===== src/hw/e1_rx_status_pkg.sv =====
// package: register map, field positions and states of the e1 rx status block
`default_nettype none
package e1_rx_status_pkg;
  // register indices; byte address is four times the index
  localparam int unsigned IDX_W         = 14;
  localparam logic [13:0] IDX_SIG_SELECT = 14'h010C;
  localparam logic [13:0] IDX_FLAGS_TS8  = 14'h010E;
  localparam logic [13:0] IDX_FLAGS_TS16 = 14'h010F;
  localparam logic [13:0] IDX_FLAGS_TS24 = 14'h0110;
  localparam logic [13:0] IDX_NATIONAL   = 14'h0111;
  localparam logic [13:0] IDX_IRQ_STATUS = 14'h0120;
  localparam logic [13:0] IDX_IRQ_MASK   = 14'h0121;
  // reset values
  localparam logic [2:0]  SIG_SELECT_RST = 3'h0;
  localparam logic [7:0]  FLAGS_RST      = 8'h00;
  localparam logic [7:0]  NATIONAL_RST   = 8'h00;
  localparam logic [1:0]  IRQ_RST        = 2'h0;
  // signaling select codes that turn channel-associated signaling on
  localparam logic [2:0]  SEL_CAS_DL     = 3'h1;
  localparam logic [2:0]  SEL_CAS_ONES   = 3'h3;
  // field positions
  localparam int unsigned IRQ_W            = 2;
  localparam int unsigned IRQ_CAS_POS      = 0;
  localparam int unsigned IRQ_NAT_POS      = 1;
  localparam int unsigned NAT_SI_ALIGN_POS = 7;
  localparam int unsigned TS0_SI_POS       = 7;
  localparam int unsigned TS0_ALARM_POS    = 5;
  // timeslot layout of the change flags
  localparam logic [4:0]  FIRST_CAS_TS   = 5'h08;
  localparam int unsigned CAS_SLOTS      = 24;
  localparam int unsigned CAS_W          = 4;
  localparam int unsigned GROUP_W        = 8;
  typedef enum logic [1:0] {
    BUS_IDLE   = 2'h1,
    BUS_ANSWER = 2'h2
  } bus_state_t;
endpackage : e1_rx_status_pkg
`default_nettype wire


===== src/hw/cas_chg_if.sv =====
// interface: cas samples in, per-timeslot change pulses out
`default_nettype none
interface cas_chg_if (
  input wire logic clk_i,     // framer clock
  input wire logic reset_n_i  // async reset, active low
);
  logic                                   valid;
  logic [4:0]                             timeslot;
  logic [e1_rx_status_pkg::CAS_W-1:0]     data;
  logic                                   enable;
  logic [e1_rx_status_pkg::CAS_SLOTS-1:0] set_mask;
  modport source (input clk_i, reset_n_i, set_mask,
                  output valid, timeslot, data, enable);
  modport detect (input clk_i, reset_n_i, valid, timeslot, data, enable,
                  output set_mask);
endinterface : cas_chg_if
`default_nettype wire


===== src/hw/e1_rx_status.sv =====
// module: e1 rx cas change flags and national bits, avalon-mm slave
// Summary of operation
// timeslots 8..15 change flags; bit 7 is timeslot 8, bit 0 timeslot 15
// timeslots 16..23 change flags; bit 7 is timeslot 16
// timeslots 24..31 change flags; bit 7 is timeslot 24
// flags reset to zero and clear when their register is read
// flags only update while cas is in use, otherwise stay zero
// bit 7 holds international bit of latest alignment frame
// bit 6 holds international bit of latest other frame
// bit 5 holds remote alarm, bit 3 of latest other frame
// bits 4..0 hold national bits four to eight of latest other frame
// cas counts as enabled only for select codes 001 and 011
// change in the read cycle leaves its flag set afterwards
// capture updates once per matching frame; writes are ignored
//
// The Avalon-MM register port was decided locally.
`default_nettype none
module e1_rx_status (
  input  wire logic        clk_i,             // framer clock, 125 MHz
  input  wire logic        reset_n_i,         // async reset, active low
  input  wire logic [15:0] avs_address_i,     // byte address
  input  wire logic        avs_read_i,        // read request
  input  wire logic        avs_write_i,       // write request
  input  wire logic [31:0] avs_writedata_i,   // write data
  input  wire logic [3:0]  avs_byteenable_i,  // byte lanes
  output logic      [31:0] avs_readdata_o,    // read data, registered
  output logic             avs_waitrequest_o, // stall request
  input  wire logic        cas_valid_i,       // cas nibble strobe
  input  wire logic [4:0]  cas_timeslot_i,    // timeslot of the nibble
  input  wire logic [3:0]  cas_data_i,        // abcd signaling bits
  input  wire logic        frame_valid_i,     // timeslot 0 byte strobe
  input  wire logic        frame_is_align_i,  // byte is from align frame
  input  wire logic [7:0]  ts0_byte_i,        // timeslot 0, bit 1 is msb
  output logic             irq_o              // level interrupt
);
  localparam int unsigned NS = e1_rx_status_pkg::CAS_SLOTS;
  localparam int unsigned GW = e1_rx_status_pkg::GROUP_W;
  localparam int unsigned IW = e1_rx_status_pkg::IRQ_W;

  e1_rx_status_pkg::bus_state_t state_ff;
  logic [13:0]   idx;
  logic          rd_accept;
  logic          wr_accept;
  logic [7:0]    rd_value;
  logic [31:0]   rdata_ff;
  logic [2:0]    sig_select_ff;
  logic          cas_en;
  logic [NS-1:0] flags_ff;
  logic [NS-1:0] nxt_flags;
  logic [NS-1:0] clr_vec;
  logic [NS-1:0] cas_set;
  logic [7:0]    nat_ff;
  logic [IW-1:0] status_ff;
  logic [IW-1:0] nxt_status;
  logic [IW-1:0] mask_ff;
  logic [IW-1:0] events;
  logic [IW-1:0] w1c;

  cas_chg_if cas_bus (.clk_i(clk_i), .reset_n_i(reset_n_i));

  // timeslot 8 sits in the top bit of its register, so groups reverse
  function automatic logic [7:0] rev8(input logic [7:0] v);
    logic [7:0] r;
    r = '0;
    for (int i = 0; i < 8; i++) begin
      r[i] = v[7 - i];
    end
    return r;
  endfunction : rev8

  function automatic logic cas_selected(input logic [2:0] sel);
    return (sel == e1_rx_status_pkg::SEL_CAS_DL) ||
           (sel == e1_rx_status_pkg::SEL_CAS_ONES);
  endfunction : cas_selected

  // ---- avalon slave: one wait cycle, then the answer
  assign idx       = avs_address_i[15:2];
  assign rd_accept = (state_ff == e1_rx_status_pkg::BUS_ANSWER) &&
                     avs_read_i;
  assign wr_accept = (state_ff == e1_rx_status_pkg::BUS_ANSWER) &&
                     avs_write_i && avs_byteenable_i[0];
  assign avs_waitrequest_o = (state_ff == e1_rx_status_pkg::BUS_IDLE) &&
                             (avs_read_i || avs_write_i);
  assign avs_readdata_o    = rdata_ff;

  // request handshake; master holds the request through the answer
  always_ff @(posedge clk_i or negedge reset_n_i) begin
    if (!reset_n_i) begin
      state_ff <= e1_rx_status_pkg::BUS_IDLE;
    end else begin
      case (state_ff)
        e1_rx_status_pkg::BUS_IDLE: begin
          if (avs_read_i || avs_write_i) begin
            state_ff <= e1_rx_status_pkg::BUS_ANSWER;
          end
        end
        e1_rx_status_pkg::BUS_ANSWER: begin
          state_ff <= e1_rx_status_pkg::BUS_IDLE;
        end
        default: begin
          state_ff <= e1_rx_status_pkg::BUS_IDLE;
        end
      endcase
    end
  end

  // read mux; unmapped indices read as zero
  always_comb begin
    case (idx)
      e1_rx_status_pkg::IDX_SIG_SELECT: rd_value = {5'h00, sig_select_ff};
      e1_rx_status_pkg::IDX_FLAGS_TS8:  rd_value = rev8(flags_ff[7:0]);
      e1_rx_status_pkg::IDX_FLAGS_TS16: rd_value = rev8(flags_ff[15:8]);
      e1_rx_status_pkg::IDX_FLAGS_TS24: rd_value = rev8(flags_ff[23:16]);
      e1_rx_status_pkg::IDX_NATIONAL:   rd_value = nat_ff;
      e1_rx_status_pkg::IDX_IRQ_STATUS: rd_value = {6'h00, status_ff};
      e1_rx_status_pkg::IDX_IRQ_MASK:   rd_value = {6'h00, mask_ff};
      default:                          rd_value = 8'h00;
    endcase
  end

  // snapshot taken in the wait cycle; it is what the master receives
  always_ff @(posedge clk_i or negedge reset_n_i) begin
    if (!reset_n_i) begin
      rdata_ff <= 32'h0000_0000;
    end else if (avs_waitrequest_o && avs_read_i) begin
      rdata_ff <= {24'h00_0000, rd_value};
    end
  end

  // ---- writable control: signaling select and interrupt mask
  always_ff @(posedge clk_i or negedge reset_n_i) begin
    if (!reset_n_i) begin
      sig_select_ff <= e1_rx_status_pkg::SIG_SELECT_RST;
      mask_ff       <= e1_rx_status_pkg::IRQ_RST;
    end else if (wr_accept) begin
      if (idx == e1_rx_status_pkg::IDX_SIG_SELECT) begin
        sig_select_ff <= avs_writedata_i[2:0];
      end
      if (idx == e1_rx_status_pkg::IDX_IRQ_MASK) begin
        mask_ff <= avs_writedata_i[IW-1:0];
      end
    end
  end

  assign cas_en = cas_selected(sig_select_ff);

  // ---- change detection in the helper module
  assign cas_bus.valid    = cas_valid_i;
  assign cas_bus.timeslot = cas_timeslot_i;
  assign cas_bus.data     = cas_data_i;
  assign cas_bus.enable   = cas_en;
  assign cas_set          = cas_bus.set_mask;

  cas_change_detect u_detect (
    .bus (cas_bus.detect)
  );

  // only bits the master actually saw as set are cleared, so a change
  // landing between snapshot and answer survives the read
  always_comb begin
    clr_vec = '0;
    if (rd_accept) begin
      case (idx)
        e1_rx_status_pkg::IDX_FLAGS_TS8:
          clr_vec[7:0] = rev8(rdata_ff[7:0]);
        e1_rx_status_pkg::IDX_FLAGS_TS16:
          clr_vec[15:8] = rev8(rdata_ff[7:0]);
        e1_rx_status_pkg::IDX_FLAGS_TS24:
          clr_vec[23:16] = rev8(rdata_ff[7:0]);
        default:
          clr_vec = '0;
      endcase
    end
  end

  // set wins over the read clear; flags drop while cas is off
  always_comb begin
    if (cas_en) begin
      nxt_flags = (flags_ff & ~clr_vec) | cas_set;
    end else begin
      nxt_flags = '0;
    end
  end

  always_ff @(posedge clk_i or negedge reset_n_i) begin
    if (!reset_n_i) begin
      flags_ff <= {3{e1_rx_status_pkg::FLAGS_RST}};
    end else begin
      flags_ff <= nxt_flags;
    end
  end

  // ---- timeslot 0 capture; register is read only, writes fall away
  always_ff @(posedge clk_i or negedge reset_n_i) begin
    if (!reset_n_i) begin
      nat_ff <= e1_rx_status_pkg::NATIONAL_RST;
    end else if (frame_valid_i) begin
      if (frame_is_align_i) begin
        nat_ff[e1_rx_status_pkg::NAT_SI_ALIGN_POS] <=
          ts0_byte_i[e1_rx_status_pkg::TS0_SI_POS];
      end else begin
        // bit 2 of the other frame is fixed high and is not kept
        nat_ff[6:0] <= {
          ts0_byte_i[e1_rx_status_pkg::TS0_SI_POS],
          ts0_byte_i[e1_rx_status_pkg::TS0_ALARM_POS],
          ts0_byte_i[e1_rx_status_pkg::TS0_ALARM_POS-1:0]
        };
      end
    end
  end

  // ---- interrupts: sticky events, write one to clear, set wins
  always_comb begin
    events = '0;
    events[e1_rx_status_pkg::IRQ_CAS_POS] = |cas_set;
    events[e1_rx_status_pkg::IRQ_NAT_POS] = frame_valid_i &&
      !frame_is_align_i &&
      (nat_ff[5:0] != ts0_byte_i[e1_rx_status_pkg::TS0_ALARM_POS:0]);
    w1c = '0;
    if (wr_accept && (idx == e1_rx_status_pkg::IDX_IRQ_STATUS)) begin
      w1c = avs_writedata_i[IW-1:0];
    end
    nxt_status = (status_ff & ~w1c) | events;
  end

  always_ff @(posedge clk_i or negedge reset_n_i) begin
    if (!reset_n_i) begin
      status_ff <= e1_rx_status_pkg::IRQ_RST;
    end else begin
      status_ff <= nxt_status;
    end
  end

  assign irq_o = |(status_ff & mask_ff);
endmodule : e1_rx_status
`default_nettype wire


===== src/hw/cas_change_detect.sv =====
// module: keeps last cas nibble per timeslot and flags differences
`default_nettype none
module cas_change_detect (
  cas_chg_if.detect bus  // samples in, change pulses out
);
  logic [e1_rx_status_pkg::CAS_W-1:0] hist_ff [e1_rx_status_pkg::CAS_SLOTS];
  logic [4:0]                         slot;
  logic                               in_range;

  // timeslots below the first cas slot carry no tracked signaling
  always_comb begin
    in_range = (bus.timeslot >= e1_rx_status_pkg::FIRST_CAS_TS);
    slot     = bus.timeslot - e1_rx_status_pkg::FIRST_CAS_TS;
  end

  // history follows the line even while disabled, so re-enabling
  // does not report stale differences as changes
  always_ff @(posedge bus.clk_i or negedge bus.reset_n_i) begin
    if (!bus.reset_n_i) begin
      for (int i = 0; i < e1_rx_status_pkg::CAS_SLOTS; i++) begin
        hist_ff[i] <= '0;
      end
    end else if (bus.valid && in_range) begin
      hist_ff[slot] <= bus.data;
    end
  end

  // one pulse on the slot whose nibble differs from its history
  always_comb begin
    bus.set_mask = '0;
    if (bus.valid && in_range && bus.enable &&
        (bus.data != hist_ff[slot])) begin
      bus.set_mask[slot] = 1'b1;
    end
  end
endmodule : cas_change_detect
`default_nettype wire


===== config.mk =====
export PLATFORM = sky130hd
export DESIGN_NAME = e1_rx_status
export DESIGN_NICKNAME = d
export VERILOG_FILES = /design/src/hw/e1_rx_status_pkg.sv /design/src/hw/cas_chg_if.sv /design/src/hw/e1_rx_status.sv /design/src/hw/cas_change_detect.sv
export SDC_FILE = /design/constraint.sdc
export NUM_CORES = 1
export LEC_CHECK = 0
export ABC_AREA = 0
export BUFFER_PORTS_ARGS = -buffer_cell sky130_fd_sc_hd__buf_2
export CAP_MARGIN = 20
export CORE_MARGIN = 10
export CORE_UTILIZATION = 25
export DETAILED_ROUTE_END_ITERATION = 10
export SLEW_MARGIN = 0
export SYNTH_ARGS = -nofsm -noshare
export SYNTH_HDL_FRONTEND = slang
export SYNTH_SLANG_ARGS = --single-unit

===== constraint.sdc =====
create_clock -name clk_i -period 3.3 [get_ports clk_i]
set_input_delay 0.165 -clock clk_i [delete_from_list [all_inputs] [get_ports clk_i]]
set_output_delay 0.165 -clock clk_i [all_outputs]
set_load 0.005 [all_outputs]

==> impl_metrics.yaml <==
drt:
  dr.pass1.iters: 5
  drc: 0
  dr_wl_met2_mm: 8.43
  avgViaCountPerCell: 4.67
  drt-wirelength-per-cell_um: 17.5
  wl_met1_mm: 8.36
  drtIter0Drc: 315
  ant_nets: 0
  wl_met3_mm: 1.26
  routed_wl_mm: 18.3
  top_layer: "met5"
  via_count: 4891
floorplanning:
  chipWidth_um: 192
  start_util_pct: 25.5
  io_pins: 110
  die_h_um: 192
  die_area_mm2: 0.0368
  placementRows: 62
  fp.coreArea_mm2: 0.0289
setup_path:
  rr_startpoint: "u_detect.hist_ff[1]$_DFFE_PN0P_"
  cp_slowest_stage_delay_ns: 0.60
  worstReg2RegEnd: "flags_ff[1]$_DFF_PN0_"
  r2r_cells: 8
  required_ns: 3.58
  end_kind: "flip-flop"
  cp_cell_sequence: "buf_2, mux4_2, and3_1, a31oi_1, nand3_1, xor2_1, nor4_4, buf_12, o31ai_1"
  crit_fanout: 25
  crit_arrival_ns: 2.76
  cpMaxStageDelayCell: "buf_2"
  critPathLaunchType: "input port"
  crit_type: "in2reg"
  reg2reg_slack_ns: 0.92
power_and_ir_drop:
  leakagePower_nw: 3.79
  p_sw_mw: 1.21
  pwr-share-seq_pct: 46.5
  switching_share_pct: 26.2
  comb_power_share_pct: 13.7
  vdd_drop_max_mv: 0.294
  p_int_mw: 3.39
  powerDensity_mw_per_mm2: 534
  clock_power_share_pct: 39.8
global_routing:
  grt_pass1_vias: 5020
  grt_antenna_before_repair: 3
  grt_pass1_wl_mm: 28.3
  grt.overflow.total: 0
  grt_start_max_net_pins: 81
  grt_usage_pct: 9.96
clock_tree:
  cts_resized: 0
  clock_sinks: 145
  numCtsBuffers: 17
  cts_tree: "done"
  clock_latency_ns: 0.44
  htreeDepth: 4
  cts_buffer_depth: 2
  clkTransAtPathRegs_ns: 0.06
  cts_root_buffer: "clkbuf_16"
  postCtsSetupRepairBufs: 0
cells_and_area:
  final_cells: 1047
  synthToLayoutAreaGrowth_pct: 16.8
  multiInputGateArea_mm2: 0.00347
  drive_above_1_share_pct: 36.9
  regArea_mm2: 0.00363
  fin_nets: 729
  nFillCells: 2929
  post-route-util_pct: 29.8
synth:
  synth.most_common_cell: "dfrtp_1"
  yosysSeqAreaShare_pct: 49.2
  syn_avg_cell_area_um2: 12.4
  synth_top_flop_cell: "dfrtp_1"
  synth_cell_types: 59
  synth_edf_count: 0
  synthTopCellsByArea: "dfrtp_1 (49%), mux2_2 (17%), mux4_2 (4.9%), o211ai_1 (3.2%), nand2_1 (2.9%)"
  synthArstFlopShare_pct: 100
  syn-cell-area_mm2: 0.00737
  synthTopCellsByCount: "dfrtp_1 (144), mux2_2 (110), nand2_1 (57), o211ai_1 (31), buf_4 (25)"
  netlist_instances: 596
  yosys_warnings: 0
  yosysTopAreaCellShare_pct: 48.9
  ys_ff_latch: 145
  synth_top_area_cell: "dfrtp_1"
sta:
  fin_skew_ns: 0.0171
  relSlewSlack_pct: 47.6
  setup_violations: 0
  max_freq_mhz: 404
  fin_setup_tns_ns: 0
  drv_slew: 0
  worst_slack_ns: 0.823
  worst_pin_slew_ns: 0.787
  fin_crit_ns: 2.48
  fin_crit_sh_pct: 75.1
  hold_viol_final: 0
  fin_hold_ws_ns: 0.00978
  rsz0062_at_grt: "false"
place:
  io_buffer_count: 50
  place_congestion: 0.795
  pre_cts_slack_ns: 0.397
  place_hpwl_mm: 12.9
  placedCellCount: 1003
run:
  drv_cap: 0
status:
  status: "completed"
min_path:
  hp-class: "in2reg"
  min_path_cells: 2
  hold_end: "state_ff[0]$_DFFE_PN1P_"
  hp-start: "avs_read_i"
==> placed cells by master (no fill, tap or decap), types with 16 or more instances in the layout <==
cell and count:
buf_2 49, clkbuf_16 17, conb_1 24, dfrtp_1 144, mux2_2 110, mux2i_1 20, mux4_2 16, nand2_1 57
nor2_1 17, o211ai_1 31
==> state kept, by name (all words and copies together) (netlist names) <==
name and count:
flags_ff 24, status_ff 2, state_ff 2, avs_readdata_o 8, mask_ff 2, sig_select_ff 3
nat_ff 8, u_detect.hist_ff 96
==> worst max-delay path: cells and delay by family <==
family	cells	cell delay, ns
muxes	1	0.58
buffers and inverters	2	0.85
AOI/OAI and AO/OA	2	0.33
xor gates and xnor gates	1	0.18
and+or+nand+nor	3	0.63
==> area by class of cell <==
| cell class | instances | area share (%) |
|---|---|---|
| Antenna cell | 1 | 0.0291 |
| Clock buffer | 17 | 4.94 |
| Clock inverter | 15 | 1.56 |
| Inverter | 7 | 0.305 |
| Multi-Input combinational cell | 410 | 40.3 |
| Sequential cell | 145 | 42.2 |
| Tap cell | 384 | 5.58 |
| Timing Repair Buffer | 68 | 5.16 |
==> worst max-delay path by stage <==
stage	startpoint	endpoint	slack, ns	depth (start not counted)
3_5_place_dp	cas_timeslot_i[0]	flags_ff[1]$_DFF_PN0_	0.40	9
6_report	cas_timeslot_i[0]	flags_ff[1]$_DFF_PN0_	0.82	9
5_1_grt	cas_timeslot_i[0]	flags_ff[2]$_DFF_PN0_	0.60	9
4_1_cts	cas_timeslot_i[0]	flags_ff[2]$_DFF_PN0_	0.84	9
3_3_place_gp	cas_timeslot_i[0]	status_ff[0]$_DFF_PN0_	0.43	9
2_1_floorplan	u_detect.hist_ff[16]$_DFFE_PN0P_	flags_ff[10]$_DFF_PN0_	1.14	8
==> metal layers <==
metal / GRT usage [%] / up-vias
li1: - / 2259
met3: 3.17 / 24
met2: 15.7 / 124
met1: 12.7 / 2480
met5: 0 / -
met4: 3.34 / 4
==> through the flow <==
| stage | power, mW | cell area [µm²] |
|---|---|---|
| after floorplan | 2.61 | 7460 |
| after global placement | 2.77 | 7940 |
| after detailed placement | 2.79 | 7940 |
| after CTS | 4.65 | 8610 |
| after global routing | 4.80 | 8610 |
| final | 4.60 | 8610 |
==> power groups by stage <==
stage | combinational [mW] | sequential, mW | clock [mW]
global placement | 0.611 | 2.16 | 0
detailed placement | 0.626 | 2.17 | 0
global route | 0.693 | 2.16 | 1.95
CTS | 0.639 | 2.14 | 1.87
finish | 0.630 | 2.14 | 1.83
floorplan | 0.481 | 2.13 | 0
==> cell families after synthesis <==
family	Yosys count	share of synthesized area, %
AO/OA/AOI/OAI	101	10.8
other	1	0.0509
adder cells (fa/ha/maj)	4	0.679
buffers and inverters	64	4.96
multiplexers	147	24.6
flip-flops	145	49.2
XOR/XNOR	11	1.31
AND/OR/NAND/NOR	123	8.44
==> repair_timing <==
action,4_1_cts,5_1_grt
setup endpoints to repair,0,0
endpoints found under the hold margin,76,0
hold buffers,11,0
(Power assumes the default switching activity.)
